$ cat src/design/fan_tach_pkg.sv
// Shared constants and types for the fan tachometer counter
package fan_tach_pkg;
	localparam int unsigned ADDR_W             = 10;
	localparam logic [7:0]  IDX_SPEED_ONE      = 8'h59;
	localparam logic [7:0]  IDX_SPEED_TWO      = 8'h5A;
	localparam logic [7:0]  IDX_START_ONE      = 8'h5B;
	localparam logic [7:0]  IDX_START_TWO      = 8'h5C;
	localparam logic [7:0]  IDX_DIVISOR        = 8'h58;
	localparam int unsigned DIV_ONE_LSB        = 4;
	localparam int unsigned DIV_TWO_LSB        = 6;
	localparam logic [1:0]  DIV_RESET          = 2'h2;
	localparam logic [7:0]  SPEED_RESET        = 8'h00;
	localparam logic [7:0]  START_RESET        = 8'h00;
	localparam logic [7:0]  COUNT_MAX          = 8'hFF;
	localparam int unsigned SYNC_STAGES        = 2;

	// Per-channel software settings
	typedef struct packed {
		logic [1:0] div;
		logic [7:0] start;
	} chan_cfg_t;
endpackage

$ cat src/design/fan_tachometer_counter.sv
// Two-channel fan tachometer counter with an APB register slave
//
// Decided for this implementation: the APB slave port.
module fan_tachometer_counter
	import fan_tach_pkg::*;
(
	input  wire logic              pclk,
	input  wire logic              presetn,
	input  wire logic              psel,
	input  wire logic              penable,
	input  wire logic              pwrite,
	input  wire logic [ADDR_W-1:0] paddr,
	input  wire logic [31:0]       pwdata,
	output logic      [31:0]       prdata,
	output logic                   pready,
	output logic                   pslverr,
	input  wire logic              first_cooler_channel,
	input  wire logic              second_cooler_channel
);
	chan_cfg_t        cfg_q [2];
	logic [7:0]       speed_q [2];
	logic [7:0]       cnt_q [2];
	logic [2:0]       presc_q [2];
	logic [1:0]       sync1_q, sync2_q, sync3_q;
	logic [1:0]       pulse_edge;
	logic [1:0]       start_wr;
	logic [1:0]       tick;
	logic             wr_div;
	logic             acc;
	logic [7:0]       idx;
	logic             mapped;
	logic             ro_hit;
	logic [31:0]      rd_d;
	logic [31:0]      prdata_q;
	logic             pready_q;
	logic             pslverr_q;

	assign prdata  = prdata_q;
	assign pready  = pready_q;
	assign pslverr = pslverr_q;

	// Address decode, word index is the byte address over four
	assign idx    = paddr[9:2];
	assign acc    = psel && penable && pready_q;
	assign ro_hit = (idx == IDX_SPEED_ONE) || (idx == IDX_SPEED_TWO);
	assign mapped = ro_hit || (idx == IDX_START_ONE) ||
		(idx == IDX_START_TWO) || (idx == IDX_DIVISOR);
	assign start_wr[0] = acc && pwrite && !pslverr_q &&
		(idx == IDX_START_ONE);
	assign start_wr[1] = acc && pwrite && !pslverr_q &&
		(idx == IDX_START_TWO);
	assign wr_div = acc && pwrite && !pslverr_q && (idx == IDX_DIVISOR);

	// Read mux, unused bits read zero
	always_comb begin
		rd_d = 32'h0000_0000;
		case (idx)
			IDX_SPEED_ONE: rd_d[7:0] = speed_q[0];
			IDX_SPEED_TWO: rd_d[7:0] = speed_q[1];
			IDX_START_ONE: rd_d[7:0] = cfg_q[0].start;
			IDX_START_TWO: rd_d[7:0] = cfg_q[1].start;
			IDX_DIVISOR: begin
				rd_d[DIV_ONE_LSB+:2] = cfg_q[0].div;
				rd_d[DIV_TWO_LSB+:2] = cfg_q[1].div;
			end
			default: rd_d = 32'h0000_0000;
		endcase
	end

	// APB answer: one access cycle, error on unmapped or read-only write
	always_ff @(posedge pclk or negedge presetn) begin
		if (!presetn) begin
			pready_q  <= 1'b0;
			pslverr_q <= 1'b0;
			prdata_q  <= 32'h0000_0000;
		end else begin
			pready_q  <= psel && !penable;
			pslverr_q <= psel && !penable &&
				(!mapped || (pwrite && ro_hit));
			if (psel && !penable) begin
				prdata_q <= pwrite ? 32'h0000_0000 : rd_d;
			end
		end
	end

	// Software settings per channel
	always_ff @(posedge pclk or negedge presetn) begin
		if (!presetn) begin
			cfg_q[0] <= '{div: DIV_RESET, start: START_RESET};
			cfg_q[1] <= '{div: DIV_RESET, start: START_RESET};
		end else begin
			for (int i = 0; i < 2; i++) begin
				if (start_wr[i]) begin
					cfg_q[i].start <= pwdata[7:0];
				end
			end
			if (wr_div) begin
				cfg_q[0].div <= pwdata[DIV_ONE_LSB+:2];
				cfg_q[1].div <= pwdata[DIV_TWO_LSB+:2];
			end
		end
	end

	// Two-stage synchronisers plus an edge-detect stage
	always_ff @(posedge pclk or negedge presetn) begin
		if (!presetn) begin
			sync1_q <= 2'h0;
			sync2_q <= 2'h0;
			sync3_q <= 2'h0;
		end else begin
			sync1_q <= {second_cooler_channel, first_cooler_channel};
			sync2_q <= sync1_q;
			sync3_q <= sync2_q;
		end
	end

	assign pulse_edge = sync2_q & ~sync3_q;

	for (genvar c = 0; c < 2; c++) begin : g_chan
		// Divided counting tick
		assign tick[c] = (presc_q[c] ==
			3'((4'h1 << cfg_q[c].div) - 4'h1));

		// Prescaler, restarted by a pulse, preload or divisor write;
		// a divisor write must restart it or it runs past the new limit
		always_ff @(posedge pclk or negedge presetn) begin
			if (!presetn) begin
				presc_q[c] <= 3'h0;
			end else if (start_wr[c] || pulse_edge[c] || tick[c] ||
				wr_div) begin
				presc_q[c] <= 3'h0;
			end else begin
				presc_q[c] <= presc_q[c] + 3'h1;
			end
		end

		// Period counter and latched reading
		always_ff @(posedge pclk or negedge presetn) begin
			if (!presetn) begin
				cnt_q[c]   <= START_RESET;
				speed_q[c] <= SPEED_RESET;
			end else if (start_wr[c]) begin
				// Restart; the next reading may be stale
				cnt_q[c] <= pwdata[7:0];
			end else if (pulse_edge[c]) begin
				speed_q[c] <= cnt_q[c];
				cnt_q[c]   <= cfg_q[c].start;
			end else if (tick[c] && cnt_q[c] != COUNT_MAX) begin
				cnt_q[c] <= cnt_q[c] + 8'h01;
			end
		end

		chk_latch_on_edge: assert property (@(posedge pclk)
			disable iff (!presetn)
			pulse_edge[c] && !start_wr[c] |=>
				speed_q[c] == $past(cnt_q[c]))
			else $error("reading not latched at pulse end");

		chk_reading_holds: assert property (@(posedge pclk)
			disable iff (!presetn)
			!pulse_edge[c] |=> $stable(speed_q[c]))
			else $error("reading changed without a pulse");

		chk_count_step: assert property (@(posedge pclk)
			disable iff (!presetn)
			tick[c] && !pulse_edge[c] && !start_wr[c] &&
				cnt_q[c] != COUNT_MAX |=>
				cnt_q[c] == $past(cnt_q[c]) + 8'h01)
			else $error("count did not advance on tick");

		chk_count_still: assert property (@(posedge pclk)
			disable iff (!presetn)
			!tick[c] && !pulse_edge[c] && !start_wr[c] |=>
				$stable(cnt_q[c]))
			else $error("count moved between divided ticks");

		chk_start_value: assert property (@(posedge pclk)
			disable iff (!presetn)
			pulse_edge[c] && !start_wr[c] |=>
				cnt_q[c] == cfg_q[c].start)
			else $error("count not started from preload");

		chk_write_restart: assert property (@(posedge pclk)
			disable iff (!presetn)
			start_wr[c] |=> cnt_q[c] == cfg_q[c].start &&
				presc_q[c] == 3'h0)
			else $error("preload write did not restart count");

		chk_saturate: assert property (@(posedge pclk)
			disable iff (!presetn)
			cnt_q[c] == COUNT_MAX && !pulse_edge[c] &&
				!start_wr[c] |=> cnt_q[c] == COUNT_MAX)
			else $error("count wrapped past maximum");

		chk_div_range: assert property (@(posedge pclk)
			disable iff (!presetn)
			presc_q[c] != 3'h0 |-> presc_q[c] <=
				3'((4'h1 << cfg_q[c].div) - 4'h1) ||
				$past(wr_div))
			else $error("prescaler beyond divisor");
	end

	chk_channels_apart: assert property (@(posedge pclk)
		disable iff (!presetn)
		start_wr[0] && !pulse_edge[1] && !start_wr[1] |=>
			$stable(speed_q[1]))
		else $error("channel two disturbed by channel one");

	chk_apb_answer: assert property (@(posedge pclk)
		disable iff (!presetn)
		psel && !penable |=> pready_q ##1 !pready_q)
		else $error("answer not one cycle after setup");
endmodule

$ cat config.mk
export PLATFORM = sky130hd
export DESIGN_NAME = fan_tachometer_counter
export DESIGN_NICKNAME = d
export VERILOG_FILES = /design/src/design/fan_tach_pkg.sv /design/src/design/fan_tachometer_counter.sv
export SDC_FILE = /design/constraint.sdc
export NUM_CORES = 1
export LEC_CHECK = 0
export BUFFER_PORTS_ARGS = -buffer_cell sky130_fd_sc_hd__buf_2
export CAP_MARGIN = 20
export CORE_AREA = 4 4 99 101
export DETAILED_ROUTE_END_ITERATION = 6
export DIE_AREA = 0 0 103 105
export PLACE_DENSITY = 0.72
export SKIP_CTS_REPAIR_TIMING = 1
export SYNTH_ARGS = -nofsm -noshare
export SYNTH_HDL_FRONTEND = slang
export SYNTH_SLANG_ARGS = --single-unit
$ cat constraint.sdc
create_clock -name pclk -period 2.5 [get_ports pclk]
set_input_delay 0.25 -clock pclk [delete_from_list [all_inputs] [get_ports pclk]]
set_output_delay 0.25 -clock pclk [all_outputs]
set_load 0.01 [all_outputs]
==> metrics.md <==
| Metric | Value |
|---|---|
| Final Total Pwr | 2740 uW |
| Total length of routed wires | 8630 um |
| Launching element type of the critical path | flop |
| Synth cell count leaders | nand2_1 (85), dfrtp_1 (72), buf_4 (26) |
| Power density of the placed cells | 630 nW/um2 |
| Clock transition at the registers of the reported paths | 0.07 ns |
| Maximum number of pins on one net before global-route repair | 75 |
| Via-to-Cell Ratio | 5.39 |
| Remaining design rule violation count | 0 |
| Final standard cell area without fillers | 4350 um2 |
| Number of inserted diodes | 0 |
| Area grow syn2layout | 9.77% |
| Critical Path End Type | flop |
| Wire length of the first global-routing pass | 14800 um |
| Number of buffers created by CTS | 9 |
| Startpoint of the worst-slack reg-to-reg timing path | cfg_q[18] |
| Most used flip-flop cell after synthesis | dfrtp_1 |
| Setup TNS after final layout | 0 ns |
| Antenna violations before repair | 0 |
| Setup Skew | 0.00813 ns |
| Worst min-delay path class | in2async |
| Register area share after synthesis | 46.8% |
| Count of fill cells added during filler insertion | 858 |
| Portion of synthesized cell area occupied by the leading cell type | 45.5% |
| Number of placement rows | 35 |
| Synth async-reset ratio | 100% |
| Initial cell density of the core | 43.9% |
| TritonCTS clock tree | built |
| Area of the die | 10800 um2 |
| Cells after Synth | 402 |
| IO Port Bufs | 32 |
| Post-Syn Area per Cell | 9.85 um2 |
| CTS H-tree lvls | 3 |
| Via count | 2984 |
| Biggest area consumer among synthesized cells | dfrtp_1 |
| Warnings from Yosys | 0 |
| Count of state elements after synthesis | 74 |
| Leakage power of the design | 0.00211 uW |
| Layout cells sized above 1 | 20.8% |
| Endpoints failing hold | 0 |
| Combined area of all synthesized cells | 3960 um2 |
| Portion of the clock cycle consumed by the worst path in the final layout | 82.9% |
| Detail Placement HPWL | 6490 um |
| Count of maximum capacitance violations | 0 |
| Start point of the critical path | cfg_q[18] |
| Top post-synthesis cells by area | dfrtp_1 (46%), nand2_1 (8.1%), buf_4 (4.9%) |
| Antenna-violating nets left | 0 |
| Worst Tran Pin Value | 0.916 ns |
| Required time of the worst setup path | 2.77 ns |
| Count of routing violations after the opening detailed-route iteration | 233 |
| Setup repair after global routing missed its margin | false |
| Number of nets in the layout | 491 |
| Shortest period the worst path allows | 2.07 ns |
| Core ar. | 9020 um2 |
| CTS Root Cell | clkbuf_8 |
| Width of the chip | 103 um |
| Maximum net fanout on the critical path | 14 |
| Maximum number of buffers from clock root to sink | 2 |
| Worst Path Class, Setup | reg2reg |
| Number of top-level design ports | 83 |
| Clock latency on the worst-skew pair | 0.35 ns |
| Arrival @ worst endpoint | 2.34 ns |
| Detailed-router iteration count before antenna repair | 4 |
| Clock net sink count | 74 |
| Die height | 105 um |
| Outcome | complete, no violations |
| Number of synthesized flops with an enable pin | 0 |
| Highest clock rate | 0.482 GHz |
| Total overflow reported by the global router | 0 |
| Global routing usage summed across all routing layers | 17.4% |
| Via count of the first global-routing pass | 2972 |
| Final estimated routing congestion in global placement | 0.843 |
| Leading cell type by number of instances after synthesis | nand2_1 |
| Per-cell routed wire length | 15.6 um |
| Synth cell types | 66 |
| Max-slew violation total from the final report | 0 |
| Cell area after placement | 4130 um2 |
| Worst max-slew margin expressed relative to the limit | 38.9% |
| Final setup violation count | 0 |
| Worst voltage drop across the vdd grid | 0.688 mV |
==> power by group <==
group          internal [uW]  switching, uW  total, uW  leakage [uW]
Sequential              1320            136       1450      0.000970
Clock                    456            452        908     0.0000873
Combinational            170            209        379       0.00105
Total                   1940            797       2740       0.00211
==> logic make-up (layout without fill, tap and decap cells) <==
| group | Yosys count | count (layout) | synth area share (%) |
|---|---|---|---|
| flops | 74 | 74 | 46.8 |
| buf+inv | 47 | 65 | 7.52 |
| mux | 27 | 27 | 8.38 |
| compound gates | 71 | 71 | 12.7 |
| other cells | 1 | 24 | 0.0947 |
| xor+xnor | 6 | 6 | 1.33 |
| fa+ha+maj | 4 | 4 | 1.26 |
| simple gates | 172 | 172 | 21.9 |
==> routing by layer <==
layer,vias up,routed length [um],GRT usage [%]
met2,65,4330,28.0
li1,1446,-,-
met4,0,143,5.74
met5,-,0,0
met3,11,358,3.34
met1,1462,3800,23.3
==> path summary, 6_finish.rpt <==
path / to / slack [ns] / cells past startpoint
max in group asynchronous: cfg_q[10] / 1.87 / 1
setup reg to reg: cnt_q[15] / 0.43 / 6
hold reg to reg: sync2_q[0] / 0.35 / 0
setup / recovery: cnt_q[15] / 0.43 / 6
min in group pclk: cfg_q[2] / 0.17 / 3
hold / removal: sync1_q[0] / 0.03 / 1
==> layout by cell type (no fill, tap or decap), types with 9 or more instances in the layout <==
| master | instances |
|---|---|
| o21ai_0 | 18 |
| dfrtp_1 | 72 |
| nand2_1 | 85 |
| nand3_1 | 12 |
| nor2_1 | 25 |
| a21oi_1 | 12 |
| clkbuf_8 | 9 |
| conb_1 | 24 |
| buf_2 | 31 |
| mux2_2 | 16 |
==> sequential cells by signal (all words and copies together) (netlist names) <==
name     count
presc_q      6
sync3_q      2
cnt_q       16
prdata       8
sync2_q      2
sync1_q      2
speed_q     16
pready       1
cfg_q       20
pslverr      1
==> final cells by class <==
cell class	instances	area (um2)	share of cell area, %
clock buffer	9	124	2.85
timing repair buffer	41	235	5.41
clock inverter	7	70.1	1.61
inverter	8	30.0	0.691
multi-input combinational	304	1890	43.6
tap	111	139	3.20
sequential	74	1850	42.7
==> worst max-delay path, cell delays in order, from the launching register on <==
cell and delay (ns):
dfrtp_1 0.45, xnor2_1 0.16, a32o_1 0.27, a22oi_2 0.49
nor4b_1 0.12, or3_1 0.34, a22oi_1 0.17
==> metrics by stage <==
stage / util (%) / hold WS (ns) / setup slack, ns / std cells
6_report: 48.2 / 0.0307 / 0.426 / 554
5_1_grt: 48.2 / 0.103 / 0.214 / 554
4_1_cts: 47.9 / -0.0106 / 0.407 / 552
3_5_place_dp: 45.8 / 0.338 / 0.429 / 536
3_3_place_gp: 45.8 / 0.335 / 0.426 / 536
2_1_floorplan: - / -0.0456 / 0.738 / 425
Note: power is estimated with default switching activity, not from simulation.
